`config.mk`:
```
export PLATFORM = sky130hd
export DESIGN_NAME = telephone_control_interface
export DESIGN_NICKNAME = d
export VERILOG_FILES = /design/src/codec_ctrl_pkg.sv /design/src/pin_sync.sv /design/src/telephone_control_interface.sv
export SDC_FILE = /design/constraint.sdc
export NUM_CORES = 1
export LEC_CHECK = 0
export BUFFER_PORTS_ARGS = -buffer_cell sky130_fd_sc_hd__buf_2
export CAP_MARGIN = 25
export CORE_MARGIN = 3
export CORE_UTILIZATION = 57
export CTS_CLUSTER_SIZE = 10
export DETAILED_ROUTE_END_ITERATION = 8
export PLACE_DENSITY_LB_ADDON = 0.1
export SLEW_MARGIN = 5
export SYNTH_ARGS = -nofsm -noshare
export SYNTH_HDL_FRONTEND = slang
export SYNTH_SLANG_ARGS = --single-unit
```
`constraint.sdc`:
```
create_clock -name mclk -period 2.4 [get_ports mclk]
set_input_delay 0.6 -clock mclk [delete_from_list [all_inputs] [get_ports mclk]]
set_output_delay 0.6 -clock mclk [all_outputs]
set_load 0.005 [all_outputs]
```
`src/codec_ctrl_pkg.sv`:
```
// constants for the telephone codec control interface
// assumes a 100 MHz mclk and an 8 kHz frame sync from the pcm side
package codec_ctrl_pkg;

	// ------------------------------------------------------------
	// register addresses and sub-addresses
	// ------------------------------------------------------------
	localparam logic [1:0] ADDR_SUB     = 2'h0;
	localparam logic [1:0] ADDR_CHAN    = 2'h1;
	localparam logic [1:0] ADDR_KEYS    = 2'h2;
	localparam logic [1:0] ADDR_AUX     = 2'h3;
	localparam logic [1:0] SUB_SOUNDER  = 2'h0;
	localparam logic [1:0] SUB_FKEY     = 2'h1;
	localparam logic [1:0] SUB_PB       = 2'h2;
	localparam logic [1:0] SUB_LATCH    = 2'h3;
	localparam logic [1:0] SUB_VOLCOMBO = 2'h0;
	localparam logic [1:0] SUB_PDOWN    = 2'h1;
	localparam logic [1:0] SUB_LEVELS   = 2'h2;
	localparam logic [1:0] SUB_HOWLER   = 2'h3;

	// ------------------------------------------------------------
	// field positions and codes
	// ------------------------------------------------------------
	localparam int         SUB_MSB       = 7;
	localparam int         LATCH_INT_BIT = 4;
	localparam int         WD_RESTART    = 5;
	localparam int         INT_RELEASE   = 7;
	localparam int         COMBO_LSB     = 2;
	localparam logic [1:0] SND_OFF       = 2'h0;
	localparam logic [1:0] SND_RING      = 2'h1;
	localparam logic [1:0] SND_HOWL      = 2'h2;
	localparam logic [2:0] COMBO_EXT     = 3'h0;
	localparam logic [2:0] COMBO_LAST    = 3'h6;

	// ------------------------------------------------------------
	// reset values
	// ------------------------------------------------------------
	localparam logic [5:0] REG6_RESET     = 6'h00;
	localparam logic [7:0] REG8_RESET     = 8'h00;
	localparam logic [5:0] VOLCOMBO_RESET = 6'h03;

	// ------------------------------------------------------------
	// timing, counted in frames of the 8 kHz sync or in mclk cycles
	// ------------------------------------------------------------
	localparam int CLK_NS        = 10;
	localparam int FRAME_HZ      = 8000;
	localparam int FRAME_NS      = 125000;
	localparam int INT_PERIOD_MS = 8;
	localparam int WD_PERIOD_MS  = 500;
	localparam int WD_LOW_MS     = 4;
	localparam int INT_LOW_NS    = 1000;
	localparam logic [5:0] INT_LAST =
		6'(INT_PERIOD_MS * 1000000 / FRAME_NS - 1);
	localparam logic [11:0] WD_LAST =
		12'(WD_PERIOD_MS * 1000000 / FRAME_NS - 1);
	localparam logic [11:0] WD_LOW_START =
		12'((WD_PERIOD_MS - WD_LOW_MS) * 1000000 / FRAME_NS);
	localparam logic [6:0] INT_LOW_CYC = 7'(INT_LOW_NS / CLK_NS);
	localparam logic [8:0] HALF_1000 = 9'(FRAME_HZ / 2000);
	localparam logic [8:0] HALF_1333 = 9'(FRAME_HZ / 2666);
	localparam logic [8:0] HALF_800  = 9'(FRAME_HZ / 1600);
	localparam logic [8:0] WARBLE_16 = 9'(FRAME_HZ / 32);
	localparam logic [8:0] WARBLE_8  = 9'(FRAME_HZ / 16);

	typedef struct packed {
		logic [8:0] f1;
		logic [8:0] f2;
		logic [8:0] warble;
	} tone_s;

endpackage

```
`src/pin_sync.sv`:
```
// two-flop synchroniser for a group of pin inputs
// assumes each bit is an independent level from outside mclk
`timescale 1ns/1ps
module pin_sync #(
	parameter int               W         = 8,
	parameter logic [W-1:0]     RESET_VAL = '0
) (
	input  wire logic           mclk,
	input  wire logic           resetn,
	input  wire logic [W-1:0]   pins,
	output logic      [W-1:0]   pins_s
);
	typedef struct packed {
		logic [W-1:0] s1;
		logic [W-1:0] s2;
	} sync_s;

	sync_s sync_reg;
	sync_s sync_next;

	generate
		if (W < 1)
		begin : g_bad
			$error("pin_sync width must be at least one");
		end
	endgenerate

	// first stage is read only by the second stage
	always_comb
	begin
		sync_next    = sync_reg;
		sync_next.s1 = pins;
		sync_next.s2 = sync_reg.s1;
	end

	always_ff @(posedge mclk or negedge resetn)
	begin
		if (!resetn)
			sync_reg <= {RESET_VAL, RESET_VAL};
		else
			sync_reg <= sync_next;
	end

	assign pins_s = sync_reg.s2;
endmodule // pin_sync

```
`src/telephone_control_interface.sv`:
```
// processor control interface of the telephone codec
// assumes host pins and the 8 kHz frame sync are asynchronous to mclk
`timescale 1ns/1ps
module telephone_control_interface
	import codec_ctrl_pkg::*;
#(
	parameter int KS_OUT_W = 5
) (
	input  wire logic                mclk,
	input  wire logic                resetn,
	input  wire logic                chip_enable_n,
	input  wire logic                write_n,
	input  wire logic                read_n,
	input  wire logic                reg_addr_bit0,
	input  wire logic                reg_addr_bit1,
	input  wire logic [7:0]          host_data_in,
	output logic      [7:0]          host_data_out,
	output logic                     host_data_oe_n,
	input  wire logic [7:0]          key_scan_inputs,
	output logic      [KS_OUT_W-1:0] key_scan_outputs,
	output logic      [KS_OUT_W-1:0] key_scan_oe_n,
	input  wire logic                tone_combo_select_low,
	input  wire logic                tone_combo_select_high,
	input  wire logic                frame_sync_8k,
	input  wire logic                test_mode,
	input  wire logic                ext_master_clock,
	output logic                     sounder_drive_pos,
	output logic                     sounder_drive_neg,
	output logic      [1:0]          ring_volume,
	output logic      [2:0]          tone_combo,
	output logic      [3:0]          general_latch_outputs,
	output logic                     internal_latch,
	output logic                     howler_flag,
	output logic                     periodic_irq_n,
	output logic                     watchdog_out,
	output logic                     master_clk_ext_sel,
	output logic                     master_clk_ext_level,
	output logic      [5:0]          fkey_tone_ctrl,
	output logic      [5:0]          pb_tone_ctrl,
	output logic      [7:0]          channel_ctrl,
	output logic      [5:0]          power_down_ctrl,
	output logic      [5:0]          level_ctrl,
	output logic      [5:0]          howler_freq_ctrl
);
	// ------------------------------------------------------------
	// state
	// ------------------------------------------------------------
	typedef struct packed {
		logic       frame_prev;
		logic       wr_prev;
		logic [5:0] sounder;
		logic [5:0] fkey;
		logic [5:0] pb;
		logic [5:0] latch;
		logic [7:0] chan;
		logic [7:0] keys;
		logic [5:0] volcombo;
		logic [5:0] pdown;
		logic [5:0] levels;
		logic [5:0] howl;
		logic [5:0] int_cnt;
		logic [6:0] pw_cnt;
		logic       irq_n;
		logic [11:0] wd_cnt;
		logic       wd_out;
		logic [8:0] tone_cnt;
		logic       tone_lvl;
		logic [8:0] warble_cnt;
		logic       warble_ph;
		logic [7:0] rd_data;
		logic       clk_sel;
		logic       clk_level;
	} state_s;

	state_s s_reg;
	state_s s_next;

	generate
		if (KS_OUT_W < 1 || KS_OUT_W > INT_RELEASE)
		begin : g_bad
			$error("key scan output width must be 1 to 7");
		end
	endgenerate

	// ------------------------------------------------------------
	// pin synchronisers
	// ------------------------------------------------------------
	logic       ce_s;
	logic       wr_s;
	logic       rd_s;
	logic [1:0] addr_s;
	logic [7:0] data_s;
	logic [7:0] keys_in_s;
	logic [1:0] sw_s;
	logic       test_s;
	logic       xclk_s;
	logic       frame_s;

	pin_sync #(
		.W         (26),
		.RESET_VAL (26'h0000007)
	) u_sync (
		.mclk   (mclk),
		.resetn (resetn),
		.pins   ({frame_sync_8k, test_mode, ext_master_clock,
			tone_combo_select_high, tone_combo_select_low,
			key_scan_inputs, host_data_in, reg_addr_bit1,
			reg_addr_bit0, read_n, write_n, chip_enable_n}),
		.pins_s ({frame_s, test_s, xclk_s, sw_s, keys_in_s, data_s,
			addr_s, rd_s, wr_s, ce_s})
	);

	// ------------------------------------------------------------
	// decode
	// ------------------------------------------------------------
	function automatic tone_s tone_for(input logic [2:0] code);
		tone_s t;
		unique case (code)
			3'h1:    t = '{HALF_1000, HALF_1333, WARBLE_16};
			3'h2:    t = '{HALF_800, HALF_1000, WARBLE_16};
			3'h3:    t = '{HALF_800, HALF_1000, WARBLE_8};
			3'h4:    t = '{HALF_800, HALF_1333, WARBLE_16};
			3'h5:    t = '{HALF_1000, HALF_1333, WARBLE_8};
			default: t = '{HALF_800, HALF_1333, WARBLE_8};
		endcase
		return t;
	endfunction

	logic       wr_take;
	logic       frame_tick;
	logic [1:0] sub;
	logic [2:0] pin_code;
	logic [2:0] combo_code;
	logic       ring_on;
	logic       rd_active;
	tone_s      tone;
	logic [8:0] tone_half;

	always_comb
	begin
		// write only counts on the strobe's rising edge while selected
		wr_take    = wr_s && !s_reg.wr_prev && !ce_s;
		frame_tick = frame_s && !s_reg.frame_prev;
		sub        = data_s[SUB_MSB -: 2];
		// pins 00 and 11 share the first pattern
		unique case ({sw_s[0], sw_s[1]})
			2'b01:   pin_code = 3'h2;
			2'b10:   pin_code = 3'h3;
			default: pin_code = 3'h1;
		endcase
		combo_code = s_reg.volcombo[COMBO_LSB +: 3];
		if (combo_code == COMBO_EXT || combo_code > COMBO_LAST)
			combo_code = pin_code;
		tone       = tone_for(combo_code);
		tone_half  = s_reg.warble_ph ? tone.f2 : tone.f1;
		ring_on    = s_reg.sounder[1:0] == SND_RING ||
			s_reg.sounder[1:0] == SND_HOWL;
		rd_active  = !ce_s && !rd_s && addr_s == ADDR_KEYS;
	end

	// ------------------------------------------------------------
	// next state
	// ------------------------------------------------------------
	always_comb
	begin
		s_next            = s_reg;
		s_next.frame_prev = frame_s;
		s_next.wr_prev    = wr_s;
		s_next.rd_data    = keys_in_s;
		s_next.clk_sel    = test_s;
		s_next.clk_level  = test_s && xclk_s;

		if (wr_take)
		begin
			unique case (addr_s)
				ADDR_SUB:
				begin
					unique case (sub)
						SUB_SOUNDER: s_next.sounder = data_s[5:0];
						SUB_FKEY:    s_next.fkey    = data_s[5:0];
						SUB_PB:      s_next.pb      = data_s[5:0];
						SUB_LATCH:   s_next.latch   = data_s[5:0];
					endcase
				end
				ADDR_CHAN: s_next.chan = data_s;
				ADDR_KEYS: s_next.keys = data_s;
				ADDR_AUX:
				begin
					unique case (sub)
						SUB_VOLCOMBO: s_next.volcombo = data_s[5:0];
						SUB_PDOWN:    s_next.pdown    = data_s[5:0];
						SUB_LEVELS:   s_next.levels   = data_s[5:0];
						SUB_HOWLER:   s_next.howl     = data_s[5:0];
					endcase
				end
			endcase
		end

		// interrupt: frame-paced period, mclk-timed pulse width
		if (!s_reg.keys[INT_RELEASE])
			s_next.int_cnt = 6'h00;
		else if (frame_tick)
			s_next.int_cnt = (s_reg.int_cnt == INT_LAST) ? 6'h00 :
				s_reg.int_cnt + 6'h01;
		if (s_reg.keys[INT_RELEASE] && frame_tick &&
			s_reg.int_cnt == INT_LAST)
		begin
			s_next.pw_cnt = INT_LOW_CYC;
			s_next.irq_n  = 1'b0;
		end
		else if (s_reg.pw_cnt != 7'h00)
		begin
			s_next.pw_cnt = s_reg.pw_cnt - 7'h01;
			s_next.irq_n  = s_reg.pw_cnt == 7'h01;
		end

		// watchdog counts frames, so it stalls without frame sync
		if (wr_take && addr_s == ADDR_SUB && sub == SUB_LATCH &&
			data_s[WD_RESTART])
			s_next.wd_cnt = 12'h000;
		else if (frame_tick)
			s_next.wd_cnt = (s_reg.wd_cnt == WD_LAST) ? 12'h000 :
				s_reg.wd_cnt + 12'h001;
		s_next.wd_out = s_next.wd_cnt < WD_LOW_START;

		// sounder square wave, warbling between two tones
		if (!ring_on)
		begin
			s_next.tone_lvl   = 1'b0;
			s_next.tone_cnt   = 9'h000;
			s_next.warble_cnt = 9'h000;
			s_next.warble_ph  = 1'b0;
		end
		else if (frame_tick)
		begin
			if (s_reg.tone_cnt <= 9'h001)
			begin
				s_next.tone_cnt = tone_half;
				s_next.tone_lvl = !s_reg.tone_lvl;
			end
			else
				s_next.tone_cnt = s_reg.tone_cnt - 9'h001;
			if (s_reg.warble_cnt <= 9'h001)
			begin
				s_next.warble_cnt = tone.warble;
				s_next.warble_ph  = !s_reg.warble_ph;
			end
			else
				s_next.warble_cnt = s_reg.warble_cnt - 9'h001;
		end
	end

	// ------------------------------------------------------------
	// registers
	// ------------------------------------------------------------
	always_ff @(posedge mclk or negedge resetn)
	begin
		if (!resetn)
		begin
			s_reg            <= '0;
			s_reg.wr_prev    <= 1'b1;
			s_reg.volcombo   <= VOLCOMBO_RESET;
			s_reg.keys       <= REG8_RESET;
			s_reg.irq_n      <= 1'b1;
			s_reg.wd_out     <= 1'b1;
		end
		else
			s_reg <= s_next;
	end

	// ------------------------------------------------------------
	// outputs
	// ------------------------------------------------------------
	assign host_data_out         = s_reg.rd_data;
	assign host_data_oe_n        = !rd_active;
	assign key_scan_outputs      = '0;
	assign key_scan_oe_n         = ~s_reg.keys[KS_OUT_W-1:0];
	assign sounder_drive_pos     = s_reg.tone_lvl;
	assign sounder_drive_neg     = !s_reg.tone_lvl;
	assign ring_volume           = s_reg.volcombo[1:0];
	assign tone_combo            = combo_code;
	assign general_latch_outputs = s_reg.latch[3:0];
	assign internal_latch        = s_reg.latch[LATCH_INT_BIT];
	assign howler_flag           = s_reg.sounder[1:0] == SND_HOWL;
	assign periodic_irq_n        = s_reg.irq_n;
	assign watchdog_out          = s_reg.wd_out;
	assign master_clk_ext_sel    = s_reg.clk_sel;
	// frame-locked phase is the far end's job; level only passed on
	assign master_clk_ext_level  = s_reg.clk_level;
	assign fkey_tone_ctrl        = s_reg.fkey;
	assign pb_tone_ctrl          = s_reg.pb;
	assign channel_ctrl          = s_reg.chan;
	assign power_down_ctrl       = s_reg.pdown;
	assign level_ctrl            = s_reg.levels;
	assign howler_freq_ctrl      = s_reg.howl;
endmodule // telephone_control_interface

```
==> impl_metrics.tcl <==
set metrics [dict create \
    cellLeakagePower_nw 3.83 \
    endpoint "tone_combo[0]" \
    crit_top_cell "inv_1" \
    rsz0062_at_grt "false" \
    ys_ff_latch 167 \
    io_buffers 96 \
    worst_r2r_endpoint "s_reg[16]$_DFFE_PN0P_" \
    synth_compound_area_frac 0.0711 \
    synthAdderAreaFrac 0.0192 \
    relSlewSlack 0.403 \
    r2r_cells 5 \
    hold-worst-slack_ns 0.113 \
    timing.rr.start "s_reg[11]$_DFFE_PN0P_" \
    slowest_stage "dfrtp_1" \
    syn_inst 597 \
    die_w_um 118 \
    core_um2 12200 \
    ios 102 \
    drtIter0Drc 287 \
    synthTopCellsByCount "dfrtp_1 (156), buf_4 (61), nor2_1 (55), mux2_2 (50), nand2_1 (31)" \
    antenna_found_initial 0 \
    ant_nets 0 \
    antennaDiodeCount 0 \
    critPathLaunch "u_sync.pins_s[21]$_DFF_PN0_" \
    worst-setup-path-type "reg2out" \
    required_ns 1.80 \
    clk_latency_ns 0.43 \
    hp-class "in2async" \
    die_h_um 118 \
    overflow 0 \
    synth_most_common_cell "dfrtp_1" \
    syn_area_per_cell_um2 12.0 \
    grt_max_degree 54 \
    cp.arrival_ns 1.63 \
    detail_route.wl_per_cell_um 15.9 \
    synth_ff_type "dfrtp_1" \
    clockRootBuffer "clkbuf_16" \
    largest_reg_flops 57 \
    rows 40 \
    synth_top_area_frac 0.545 \
    ys_warn_count 0 \
    synth_top_family_by_area "simple AND/OR/NAND/NOR gates" \
    ff2ff_setup_slack_ns 0.28 \
    synth-edff-count 0 \
    die-area_um2 13900 \
    route.detailed.drc 0 \
    wirelength_um 13100 \
    dr.pass1.iters 4 \
    layout.nets 684 \
    hold_viol_final 0 \
    cts_num_sinks 167 \
    drive_above_1_share 0.328 \
    clkTransAtPathRegs_ns 0.07 \
    vdd_ir_drop_max_mv 0.662 \
    synth_seq_area_share 0.585 \
    grt_pass1_wl_um 22100 \
    synth_xor_area_frac 0.0208 \
    slowest_delay_ns 0.34 \
    vias 4375 \
    cts_hold_buf 0 \
    setup_violations 0 \
    setup.worst_path.start_class "flop" \
    synthMuxAreaShare 0.0919 \
    fin_setup_tns_ns 0 \
    grt_pass1_vias 4466 \
    clk_path_buf_depth 2 \
    yosys.area_share.simple 0.125 \
    routed_via_density 5.30 \
    ys_types 65 \
    start_util 0.589 \
    critPathCaptureType "output pin" \
    dpl.hpwl_um 9000 \
    cts_buffers 17 \
    area_growth_pct 12.4 \
    async_flop_share 1.00 \
    path_cells "inv_1, ha_1, a21boi_0, o22ai_2, inv_1, buf_2" \
    tightest_slew_ns 0.895 \
    max-cap-violations 0 \
    cellPowerDensity_nw_per_um2 928 \
    track_usage 0.199 \
    place_congestion 0.796 \
    path_max_fanout 4 \
    htree_levels 4 \
    syn_area_um2 7160 \
    synth.largest_area_cell "dfrtp_1" \
    finalMaxSlewViolations 0 \
    tritoncts "done" \
    finalClockSkew_ns 0.00902 \
    synth.top_cells.by_area "dfrtp_1 (55%), mux2_2 (7.9%), buf_4 (6.4%)" \
    fin_crit_ns 2.23 \
    timing.fmax_ghz 0.449 \
    status "complete, no violations" \
    timing.final.crit_share 0.927 \
]
==> worst min-delay path by stage <==
stage                                   start                           to  slack (ns)
2_1_floorplan                          resetn  channel_ctrl[0]$_DFFE_PN0P_        0.30
3_3_place_gp      u_sync.pins_s[17]$_DFF_PN0_   host_data_out[4]$_DFF_PN0_        0.33
3_5_place_dp   u_sync.sync_next[12]$_DFF_PN0_  u_sync.pins_s[12]$_DFF_PN0_        0.33
4_1_cts                                resetn        s_reg[29]$_DFFE_PN0P_        0.12
5_1_grt                                resetn        s_reg[29]$_DFFE_PN0P_        0.13
6_report                               resetn        s_reg[27]$_DFFE_PN0P_        0.11
==> power by group <==
| part | switching (mW) | leakage, nW | internal (mW) |
|---|---|---|---|
| logic | 0.701 | 1.44 | 0.596 |
| clock network | 1.26 | 0.298 | 1.51 |
| registers | 0.275 | 2.10 | 3.12 |
==> cell families after synthesis <==
family,count (synthesis)
AOI/OAI and AO/OA,76
xor gates and xnor gates,17
adders and majority gates,11
buffers and inverters,102
DFF,167
muxes,57
other,1
and+or+nand+nor,166
==> per-layer routing <==
| metal | global-route usage | vias to the layer above | share of wire |
|---|---|---|---|
| met5 | 0 | - | 0 |
| met4 | 0.0601 | 0 | 0.012 |
| met3 | 0.0711 | 15 | 0.057 |
| met2 | 0.337 | 109 | 0.51 |
| met1 | 0.239 | 2175 | 0.42 |
| li1 | - | 2076 | - |
==> per-stage QoR <==
stage | util | total power [mW] | area (um2) | setup slack, ns | instances
2_1_floorplan | - | 4.47 | 7180 | 0.703 | 601
3_3_place_gp | 0.610 | 4.68 | 7420 | 0.546 | 794
3_5_place_dp | 0.610 | 4.74 | 7420 | 0.351 | 794
4_1_cts | 0.662 | 7.55 | 8050 | 0.0607 | 826
5_1_grt | 0.662 | 7.88 | 8050 | 0.0632 | 826
6_report | 0.662 | 7.47 | 8050 | 0.175 | 826
==> area by class of cell <==
type                       instances  area [um2]
inverter                          24        90.1
fill                             929        4110
sequential                       167        4190
multi-input combinational        332        2370
tap                              168         210
clock buffer                      17         425
timing repair buffer             103         564
clock inverter                    15         198
==> cells in the final DEF, fill, tap and decap left out, types with 7 or more instances in the layout <==
| master | n |
|---|---|
| xor2_1 | 8 |
| mux2_2 | 50 |
| xnor2_1 | 9 |
| a21oi_1 | 24 |
| nand3_1 | 11 |
| dfstp_2 | 11 |
| dfrtp_1 | 155 |
| ha_1 | 11 |
| nand2b_1 | 8 |
| clkbuf_16 | 17 |
| inv_1 | 24 |
| nand2_1 | 31 |
| o21ai_0 | 14 |
| inv_8 | 7 |
| nor3_1 | 15 |
| nor2_1 | 55 |
| buf_2 | 95 |
==> repair_timing <==
item | in CTS | in global routing
gates resized for setup | 0 | 2
buffers inserted | 0 | 0
setup endpoints to repair | 0 | 1
==> worst max-delay path, delay by kind of cell, from the launching register on <==
kind | cells | cell delay (ns)
AOI/OAI and AO/OA | 2 | 0.43
buffers and inverters | 3 | 0.21
adders and majority gates | 1 | 0.22
DFF | 1 | 0.34
Note: power is estimated with default switching activity, not from simulation.
